### config.mk
export PLATFORM = sky130hd
export DESIGN_NAME = sdmmc_descriptor_dma
export DESIGN_NICKNAME = d
export VERILOG_FILES = /design/src/rtl/buf_ram.v /design/src/rtl/sdmmc_descriptor_dma.v
export VERILOG_INCLUDE_DIRS = /design/src /design/src/rtl
export SDC_FILE = /design/constraint.sdc
export NUM_CORES = 2
export LEC_CHECK = 0
export BUFFER_PORTS_ARGS = -buffer_cell sky130_fd_sc_hd__buf_2
export CORE_MARGIN = 1
export CORE_UTILIZATION = 41
export CTS_BUF_LIST = sky130_fd_sc_hd__clkbuf_8
export CTS_CLUSTER_DIAMETER = 50
export CTS_CLUSTER_SIZE = 25
export DETAILED_ROUTE_END_ITERATION = 6
export GPL_TIMING_DRIVEN = 0
export MAX_ROUTING_LAYER = met4
export PLACE_DENSITY = 0.64
export SYNTH_ARGS = -nofsm -noshare
export SYNTH_HDL_FRONTEND = slang
export SYNTH_HIERARCHICAL = 1
export SYNTH_SLANG_ARGS = --single-unit
### constraint.sdc
create_clock -name pclk -period 13.65 [get_ports pclk]
set_clock_uncertainty 0.2 [all_clocks]
set_input_delay 0.6825 -clock pclk [delete_from_list [all_inputs] [get_ports pclk]]
set_output_delay 0.6825 -clock pclk [all_outputs]
set_load 0.05 [all_outputs]
### src/rtl/sdmmc_dma_defs.vh
// constants shared by the descriptor dma engine, its assertions and its bench
`ifndef SDMMC_DMA_DEFS_VH
`define SDMMC_DMA_DEFS_VH
`define OFF_CTRL       8'h00
`define OFF_POLL       8'h04
`define OFF_BASE       8'h08
`define OFF_STAT       8'h0c
`define OFF_WIN        8'h10
`define OFF_CUR        8'h14
`define CTRL_W         5
`define CTRL_RST       5'h00
`define CTRL_DMA_EN    0
`define CTRL_SEND_EN   1
`define CTRL_DIR_TX    2
`define CTRL_TXDONE_EN 3
`define CTRL_RXDONE_EN 4
`define STAT_W         3
`define STAT_RST       3'h0
`define STAT_TX        0
`define STAT_RX        1
`define STAT_UNAVAIL   2
`define D0_OWN         31
`define D0_SUM         30
`define D0_RING        5
`define D0_LINK        4
`define D0_FIRST       3
`define D0_LAST        2
`define D0_MUTE        1
`define D1_SIZE_HI     12
`define SIZE_W         13
`define SIZE_STEP      13'h0004
`define WORD_BYTES     32'h0000_0004
`define DESC_BYTES     32'h0000_0010
`define FAULT_W        7
`define RAM_AW         4
`define RAM_DEPTH      5'h10
`define CNT_W          5
`endif

### src/rtl/buf_ram.v
// one buffer region: single write port, registered read port
module buf_ram #(
    parameter AW = 4,
    parameter DW = 32
) (
    input  wire          clk,
    input  wire          rst_n,
    input  wire          we,
    input  wire [AW-1:0] waddr,
    input  wire [DW-1:0] wdata,
    input  wire          re,
    input  wire [AW-1:0] raddr,
    output reg  [DW-1:0] rdata_q
);
    reg [DW-1:0] mem [0:(1<<AW)-1];

    always @(posedge clk) begin
        if (we) begin
            mem[waddr] <= wdata;
        end
    end

    always @(posedge clk or negedge rst_n) begin
        if (!rst_n) begin
            rdata_q <= {DW{1'b0}};
        end else if (re) begin
            rdata_q <= mem[raddr];
        end
    end
endmodule // buf_ram

### src/rtl/sdmmc_descriptor_dma.v
// descriptor driven dma engine with transmit and receive buffer regions
`include "sdmmc_dma_defs.vh"
module sdmmc_descriptor_dma (
    input  wire                 pclk,
    input  wire                 presetn,
    input  wire [7:0]           paddr,
    input  wire                 psel,
    input  wire                 penable,
    input  wire                 pwrite,
    input  wire [31:0]          pwdata,
    output reg  [31:0]          prdata,
    output reg                  pready,
    output reg                  pslverr,
    output reg                  mem_req,
    output reg                  mem_we,
    output reg  [31:0]          mem_addr,
    output reg  [31:0]          mem_wdata,
    input  wire                 mem_ack,
    input  wire [31:0]          mem_rdata,
    input  wire                 tx_pop,
    output wire [31:0]          tx_data,
    output reg  [`CNT_W-1:0]    tx_level,
    input  wire                 rx_push,
    input  wire [31:0]          rx_wdata,
    output reg  [`CNT_W-1:0]    rx_level,
    input  wire [`FAULT_W-1:0]  card_faults
);
    localparam S_IDLE  = 3'd0;
    localparam S_FETCH = 3'd1;
    localparam S_CHECK = 3'd2;
    localparam S_SUSP  = 3'd3;
    localparam S_XFER  = 3'd4;
    localparam S_WB    = 3'd5;
    localparam S_NEXT  = 3'd6;

    function reg_hit;
        input [7:0] a;
        begin
            reg_hit = (a == `OFF_CTRL) || (a == `OFF_POLL) ||
                      (a == `OFF_BASE) || (a == `OFF_STAT) ||
                      (a == `OFF_WIN)  || (a == `OFF_CUR);
        end
    endfunction

    reg [`CTRL_W-1:0]  ctrl_q;
    reg [`STAT_W-1:0]  stat_q;
    reg [31:0]         base_q;
    reg [31:0]         nxt_q;
    reg [2:0]          st_q;
    reg [1:0]          idx_q;
    reg [31:0]         w0_q;
    reg [31:0]         w1_q;
    reg [31:0]         w2_q;
    reg [31:0]         w3_q;
    reg [31:0]         desc_q;
    reg [31:0]         ptr_q;
    reg [`SIZE_W-1:0]  rem_q;
    reg                rx_pend_q;
    reg [`RAM_AW-1:0]  tx_wp_q;
    reg [`RAM_AW-1:0]  tx_rp_q;
    reg [`RAM_AW-1:0]  rx_wp_q;
    reg [`RAM_AW-1:0]  rx_rp_q;
    wire [31:0]        rx_rdata;

    wire dir_tx   = ctrl_q[`CTRL_DIR_TX];
    wire dma_on   = ctrl_q[`CTRL_DMA_EN];
    wire acc      = psel & penable & ~pready;
    wire take     = psel & penable & pready;
    wire wr_take  = take & pwrite;
    wire win      = (paddr == `OFF_WIN);
    wire poll_wr  = wr_take & (paddr == `OFF_POLL);
    wire base_wr  = wr_take & (paddr == `OFF_BASE);
    wire mem_done = mem_req & mem_ack;
    wire tx_full  = (tx_level == `RAM_DEPTH);
    wire rx_empty = (rx_level == {`CNT_W{1'b0}});
    wire last_d   = w0_q[`D0_LAST];
    wire fault    = |card_faults;

    // dma owns the region of its direction while enabled; cpu window access to that region is shut out
    wire dma_tx   = dma_on & dir_tx;
    wire dma_rx   = dma_on & ~dir_tx;
    wire apb_push = wr_take & win & ctrl_q[`CTRL_SEND_EN] & ~dma_tx &
                    ~tx_full;
    wire dma_push = (st_q == S_XFER) & dir_tx & mem_done;
    wire tx_we    = apb_push | dma_push;
    wire tx_re    = tx_pop & (tx_level != {`CNT_W{1'b0}});
    // read issued in the setup cycle so data is ready for the access cycle
    wire apb_pop  = psel & ~penable & ~pwrite & win & ~dma_rx & ~rx_empty;
    wire dma_pop  = (st_q == S_XFER) & ~dir_tx & ~mem_req & ~rx_pend_q &
                    (rem_q != {`SIZE_W{1'b0}}) & ~rx_empty;
    wire rx_re    = apb_pop | dma_pop;
    wire rx_we    = rx_push & (rx_level != `RAM_DEPTH);

    wire [31:0] next_addr = w0_q[`D0_RING] ? base_q :
                            w0_q[`D0_LINK] ? w3_q :
                            desc_q + `DESC_BYTES;

    buf_ram #(.AW(`RAM_AW), .DW(32)) u_tx_ram (
        .clk     (pclk),
        .rst_n   (presetn),
        .we      (tx_we),
        .waddr   (tx_wp_q),
        .wdata   (dma_push ? mem_rdata : pwdata),
        .re      (tx_re),
        .raddr   (tx_rp_q),
        .rdata_q (tx_data)
    );

    buf_ram #(.AW(`RAM_AW), .DW(32)) u_rx_ram (
        .clk     (pclk),
        .rst_n   (presetn),
        .we      (rx_we),
        .waddr   (rx_wp_q),
        .wdata   (rx_wdata),
        .re      (rx_re),
        .raddr   (rx_rp_q),
        .rdata_q (rx_rdata)
    );

    // region pointers and fill levels
    always @(posedge pclk or negedge presetn) begin
        if (!presetn) begin
            tx_wp_q  <= {`RAM_AW{1'b0}};
            tx_rp_q  <= {`RAM_AW{1'b0}};
            rx_wp_q  <= {`RAM_AW{1'b0}};
            rx_rp_q  <= {`RAM_AW{1'b0}};
            tx_level <= {`CNT_W{1'b0}};
            rx_level <= {`CNT_W{1'b0}};
        end else begin
            if (tx_we) begin
                tx_wp_q <= tx_wp_q + 1'b1;
            end
            if (tx_re) begin
                tx_rp_q <= tx_rp_q + 1'b1;
            end
            if (rx_we) begin
                rx_wp_q <= rx_wp_q + 1'b1;
            end
            if (rx_re) begin
                rx_rp_q <= rx_rp_q + 1'b1;
            end
            tx_level <= tx_level + {{(`CNT_W-1){1'b0}}, tx_we}
                                 - {{(`CNT_W-1){1'b0}}, tx_re};
            rx_level <= rx_level + {{(`CNT_W-1){1'b0}}, rx_we}
                                 - {{(`CNT_W-1){1'b0}}, rx_re};
        end
    end

    // apb slave: one wait state, answer registered
    always @(posedge pclk or negedge presetn) begin
        if (!presetn) begin
            pready  <= 1'b0;
            pslverr <= 1'b0;
            prdata  <= 32'h0000_0000;
            ctrl_q  <= `CTRL_RST;
            base_q  <= 32'h0000_0000;
        end else begin
            pready  <= acc;
            pslverr <= acc & ~reg_hit(paddr);
            if (acc && !pwrite) begin
                case (paddr)
                    `OFF_CTRL: prdata <= {{(32-`CTRL_W){1'b0}}, ctrl_q};
                    `OFF_BASE: prdata <= base_q;
                    `OFF_STAT: prdata <= {{(29-`STAT_W){1'b0}}, st_q,
                                          stat_q};
                    `OFF_WIN:  prdata <= rx_rdata;
                    `OFF_CUR:  prdata <= desc_q;
                    default:   prdata <= 32'h0000_0000;
                endcase
            end
            if (wr_take && paddr == `OFF_CTRL) begin
                ctrl_q <= pwdata[`CTRL_W-1:0];
            end
            if (base_wr) begin
                base_q <= pwdata;
            end
        end
    end

    // status flags: write one to clear, a same-cycle set wins
    wire set_tx = (st_q == S_WB) & mem_done & last_d & ~w0_q[`D0_MUTE] &
                  dir_tx & ctrl_q[`CTRL_TXDONE_EN];
    wire set_rx = (st_q == S_WB) & mem_done & last_d & ~w0_q[`D0_MUTE] &
                  ~dir_tx & ctrl_q[`CTRL_RXDONE_EN];
    wire set_du = (st_q == S_CHECK) & ~w0_q[`D0_OWN];
    wire [`STAT_W-1:0] clr = (wr_take && paddr == `OFF_STAT) ?
                             pwdata[`STAT_W-1:0] : `STAT_RST;

    always @(posedge pclk or negedge presetn) begin
        if (!presetn) begin
            stat_q <= `STAT_RST;
        end else begin
            stat_q <= (stat_q & ~clr) | {set_du, set_rx, set_tx};
        end
    end

    // descriptor walker and host memory master
    always @(posedge pclk or negedge presetn) begin
        if (!presetn) begin
            st_q      <= S_IDLE;
            idx_q     <= 2'd0;
            w0_q      <= 32'h0000_0000;
            w1_q      <= 32'h0000_0000;
            w2_q      <= 32'h0000_0000;
            w3_q      <= 32'h0000_0000;
            desc_q    <= 32'h0000_0000;
            nxt_q     <= 32'h0000_0000;
            ptr_q     <= 32'h0000_0000;
            rem_q     <= {`SIZE_W{1'b0}};
            rx_pend_q <= 1'b0;
            mem_req   <= 1'b0;
            mem_we    <= 1'b0;
            mem_addr  <= 32'h0000_0000;
            mem_wdata <= 32'h0000_0000;
        end else begin
            if (base_wr) begin
                nxt_q <= pwdata;
            end
            if (mem_done) begin
                mem_req <= 1'b0;
            end
            case (st_q)
                S_IDLE: begin
                    if (dma_on && (poll_wr || base_wr)) begin
                        desc_q <= base_wr ? pwdata : nxt_q;
                        idx_q  <= 2'd0;
                        st_q   <= S_FETCH;
                    end
                end
                S_FETCH: begin
                    if (!mem_req) begin
                        mem_req  <= 1'b1;
                        mem_we   <= 1'b0;
                        mem_addr <= desc_q + {28'h0, idx_q, 2'b00};
                    end else if (mem_ack) begin
                        case (idx_q)
                            2'd0:    w0_q <= mem_rdata;
                            2'd1:    w1_q <= mem_rdata;
                            2'd2:    w2_q <= mem_rdata;
                            default: w3_q <= mem_rdata;
                        endcase
                        idx_q <= idx_q + 2'd1;
                        if (idx_q == 2'd3) begin
                            st_q <= S_CHECK;
                        end
                    end
                end
                S_CHECK: begin
                    if (!w0_q[`D0_OWN]) begin
                        st_q <= S_SUSP;
                    end else if (w1_q[`D1_SIZE_HI:0] == {`SIZE_W{1'b0}}) begin
                        st_q <= S_WB;
                    end else begin
                        rem_q <= w1_q[`D1_SIZE_HI:0];
                        ptr_q <= w2_q;
                        st_q  <= S_XFER;
                    end
                end
                S_SUSP: begin
                    if (poll_wr) begin
                        idx_q <= 2'd0;
                        st_q  <= S_FETCH;
                    end
                end
                S_XFER: begin
                    if (mem_done) begin
                        rem_q <= rem_q - `SIZE_STEP;
                        ptr_q <= ptr_q + `WORD_BYTES;
                    end else if (rx_pend_q) begin
                        rx_pend_q <= 1'b0;
                        mem_req   <= 1'b1;
                        mem_we    <= 1'b1;
                        mem_addr  <= ptr_q;
                        mem_wdata <= rx_rdata;
                    end else if (!mem_req) begin
                        if (rem_q == {`SIZE_W{1'b0}}) begin
                            st_q <= S_WB;
                        end else if (dir_tx && !tx_full) begin
                            mem_req  <= 1'b1;
                            mem_we   <= 1'b0;
                            mem_addr <= ptr_q;
                        end else if (dma_pop) begin
                            rx_pend_q <= 1'b1;
                        end
                    end
                end
                S_WB: begin
                    if (!mem_req && !mem_done) begin
                        mem_req   <= 1'b1;
                        mem_we    <= 1'b1;
                        mem_addr  <= desc_q;
                        mem_wdata <= {1'b0, fault,
                                      w0_q[`D0_SUM-1:0]};
                    end else if (mem_done) begin
                        st_q <= S_NEXT;
                    end
                end
                S_NEXT: begin
                    desc_q <= next_addr;
                    nxt_q  <= next_addr;
                    idx_q  <= 2'd0;
                    // the last descriptor ends the transfer; poll restarts
                    st_q   <= (last_d || !dma_on) ? S_IDLE : S_FETCH;
                end
                default: begin
                    st_q <= S_IDLE;
                end
            endcase
        end
    end
endmodule // sdmmc_descriptor_dma

==> summary.md <==
| Metric | Value |
|---|---|
| RSZ-0062 raised after global routing | `no` |
| Core ar. | `around 150000 um2` |
| Fmax | `approximately 210 MHz` |
| P_leak | `approximately 0.025 uW` |
| Status | `finished, violations left` |
| Hold Path Class | `in -> reg` |
| First-pass GRT wire length | `approximately 270 mm` |
| Post-Syn Instances | `~3700` |
| Max VDD drop | `around 0.094 mV` |
| Drt first pass iters | `7` |
| Final Hold Vio Count | `0` |
| Clock Path Buffers | `3` |
| Gr usage total | `25.2%` |
| Horiz. Die Dim | `389 um` |
| IO Pins | `261` |
| Int Power | `roughly 8500 uW` |
| Initial DRC Count | `around 4200` |
| Count leader, synth | `edfxtp_1` |
| CP Capture Type | `flop` |
| Mean Syn Cell Area | `roughly 16 um2` |
| Worst Hold Depth | `2` |
| Site row count | `141` |
| CTS resizes | `0` |
| Clk sinks | `about 1500` |
| Final ANT Viol Nets | `0` |
| Number of max-cap violations | `0` |
| Largest net degree at the start of global routing | `about 110` |
| Vias per Instance | `5.91` |
| Sequential share of power | `43.9%` |
| # DRC | `11` |
| Final period util | `approximately 34%` |
| Setup_tns | `0 ps` |
| WL/cell | `29.1 um` |
| Data required, critical path | `around 14000 ps` |
| Initial Util | `about 41%` |
| Clock network power share | `around 23%` |
| Grt ovf | `0` |
| Critical path arrival | `5140 ps` |
| Register area share after synthesis | `about two thirds` |
| Initial antenna violation count | `20` |
| EDFF count, synth | `slightly above 1000` |
| Worst Max-Slew Pin Slew | `~1300 ps` |
| Nets | `about 4400` |
| Total clock buffers created by CTS | `140` |
| Area Growth Syn to Fin | `15.0%` |
| Pwr dens | `between 150 and 200 nW/um2` |
| Total power | `approximately 14000 uW` |
| Comb pwr share | `approximately 33%` |
| Post-synth ARST share | `~30%` |
| Final setup fails | `0` |
| Die Height | `389 um` |
| Dpl hpwl | `between 100 and 150 mm` |
| GPL Wtd Cong | `between 0.9 and 1` |
| Vias in the first global route | `approximately 38000` |
| Failing checks | `design-rule violations` |
| Area leader, netlist | `edfxtp_1` |
| Top_reg_cell synth | `edfxtp_1` |
| Yosys warns | `6` |
| R2r worst-path depth | `9` |
| Synth cell count leaders | `edfxtp_1 (1024), dfrtp_1 (453), nand2_1 (302)` |
| CP max FO | `10` |
| CTS tree | `built` |
| Switching portion of total power | `approximately two fifths` |
| Worst-Skew Late Latency | `between 900 and 1000 ps` |
| Crit path kind | `reg -> reg` |
| Synthesized area | `between 60000 and 70000 um2` |
| Vias | `about 38000` |
| Clock root buffer | `clkbuf_8` |
| #FFs+latches synth | `between 1000 and 1500` |
| IO Port Bufs | `between 200 and 300` |
| Syn nets | `~3900` |
| Startpoint types | `flop` |
| Fraction of layout cells with a size suffix above 1 | `a little over a quarter` |
| Leading post-synthesis cells by cell area | `edfxtp_1 (50%), dfrtp_1 (18%), mux4_2 (8.8%)` |
| Die ar. | `151000 um2` |
| Worst-path clk slew | `approximately 120 ps` |
| Fin. max-slew vios | `0` |
| Post-route minimum period | `about 4700 ps` |
| P_sw | `5240 uW` |
| Relative slew slack | `roughly an eighth` |
| Final WL | `roughly 190 mm` |
| Synth top area share | `50.0%` |
| Netlist cell types | `roughly 90` |
| Htree depth | `4` |
[power groups by stage]
stage                     clock network (uW)  logic (uW)  registers [uW]
after global routing                    3330        4890            6070
after floorplan                            0        2680            6360
final                                   3110        4580            6030
after detailed placement                   0        4540            6100
after CTS                               3170        4580            6010
after global placement                     0        4420            6100
[metal layers]
metal	part of all wire (%)	global-route usage, %	vias up
met1	41	33.4	19714
met5	0	-	-
met4	3.8	9.13	0
met3	9.0	6.04	299
li1	-	-	15930
met2	46	37.7	1691
[flip-flops by register name, summed over array words and instances (netlist names), 4 cells and up]
| name | cells |
|---|---|
| u_tx_ram/mem | 512 |
| ptr_q | 32 |
| rx_rp_q | 4 |
| u_tx_ram/rdata_q | 32 |
| tx_wp_q | 4 |
| prdata | 32 |
| mem_wdata | 32 |
| w0_q | 31 |
| mem_addr | 32 |
| ctrl_q | 5 |
| tx_level | 5 |
| rx_wp_q | 4 |
| u_rx_ram/mem | 512 |
| tx_rp_q | 4 |
| desc_q | 32 |
| rx_level | 5 |
| w3_q | 32 |
| w1_q | 13 |
| rem_q | 13 |
| u_rx_ram/rdata_q | 32 |
| w2_q | 32 |
| nxt_q | 32 |
| base_q | 32 |
[final cells by class]
type                            instances  area [um2]
Antenna cell                           22        55.1
Clock inverter                        115        1320
Multi-Input combinational cell       1970       17900
Sequential cell                      1477       42100
Fill cell                           12630       77500
Timing Repair Buffer                  408        3180
Inverter                               52         195
Buffer                                242        1490
Tap cell                             1930        2410
Clock buffer                          147        2020
[through the flow]
| step | util, % | hold slack, ps | instances | instance area, um2 | setup slack (ps) |
|---|---|---|---|---|---|
| floorplan | - | 187 | 3741 | 61500 | 8390 |
| global placement | 44.0 | 254 | 5931 | 65200 | 1600 |
| detailed placement | 44.8 | 262 | 5985 | 66300 | 8320 |
| CTS | 47.7 | 2.25 | 6341 | 70600 | 8940 |
| global route | 47.7 | 4.51 | 6360 | 70700 | 8660 |
| finish | 47.7 | 78.2 | 6363 | 70700 | 8950 |
[kinds of logic after synthesis]
family / Yosys count / synth area share [%]
adders and majority gates: 29 / 0.627
xor gates and xnor gates: 32 / 0.456
buffers and inverters: 294 / 2.74
muxes: 540 / 14.4
and+or+nand+nor: 769 / 5.90
DFF: 1477 / 68.5
AOI/OAI and AO/OA: 600 / 7.38
[worst paths after layout]
path                                        start                            end  slack, ps
max reg2reg                   st_q[0]$_DFFE_PN0P_  u_tx_ram/mem[0][19]$_DFFE_PP_       8950
min                                 mem_rdata[10]           w2_q[10]$_DFFE_PN0P_         80
max in group asynchronous                 presetn            w3_q[6]$_DFFE_PN0P_      11560
min reg2reg                prdata[18]$_DFFE_PN0P_         prdata[18]$_DFFE_PN0P_        280
max                           st_q[0]$_DFFE_PN0P_  u_tx_ram/mem[0][19]$_DFFE_PP_       8950
min in group asynchronous                 presetn           w2_q[14]$_DFFE_PN0P_        140
[timing repair]
item / 4_1_cts / 5_1_grt
setup buffers: 0 / 0
hold buffers: 94 / 0
endpoints found under the hold margin: 711 / 0
[cell usage in the layout (no fill, tap or decap), types with 88 or more instances in the layout]
cell	instances
edfxtp_1	1024
dfrtp_1	453
clkbuf_1	115
dlygate4sd3_1	94
clkbuf_8	149
mux2_2	163
mux4_2	240
buf_2	302
mux2i_1	121
o21ai_0	119
nand2_1	302
nor2_1	170
a21oi_1	88
[critical path, stage by stage, from the launching register on]
cell	delay (ps)
dfrtp_1	410
clkbuf_1	260
nor3b_1	290
clkbuf_1	520
nand3_1	460
o31ai_2	370
or3b_2	630
nor3_2	730
buf_4	350
buf_6	200
Power figures use the tool's default switching activity.
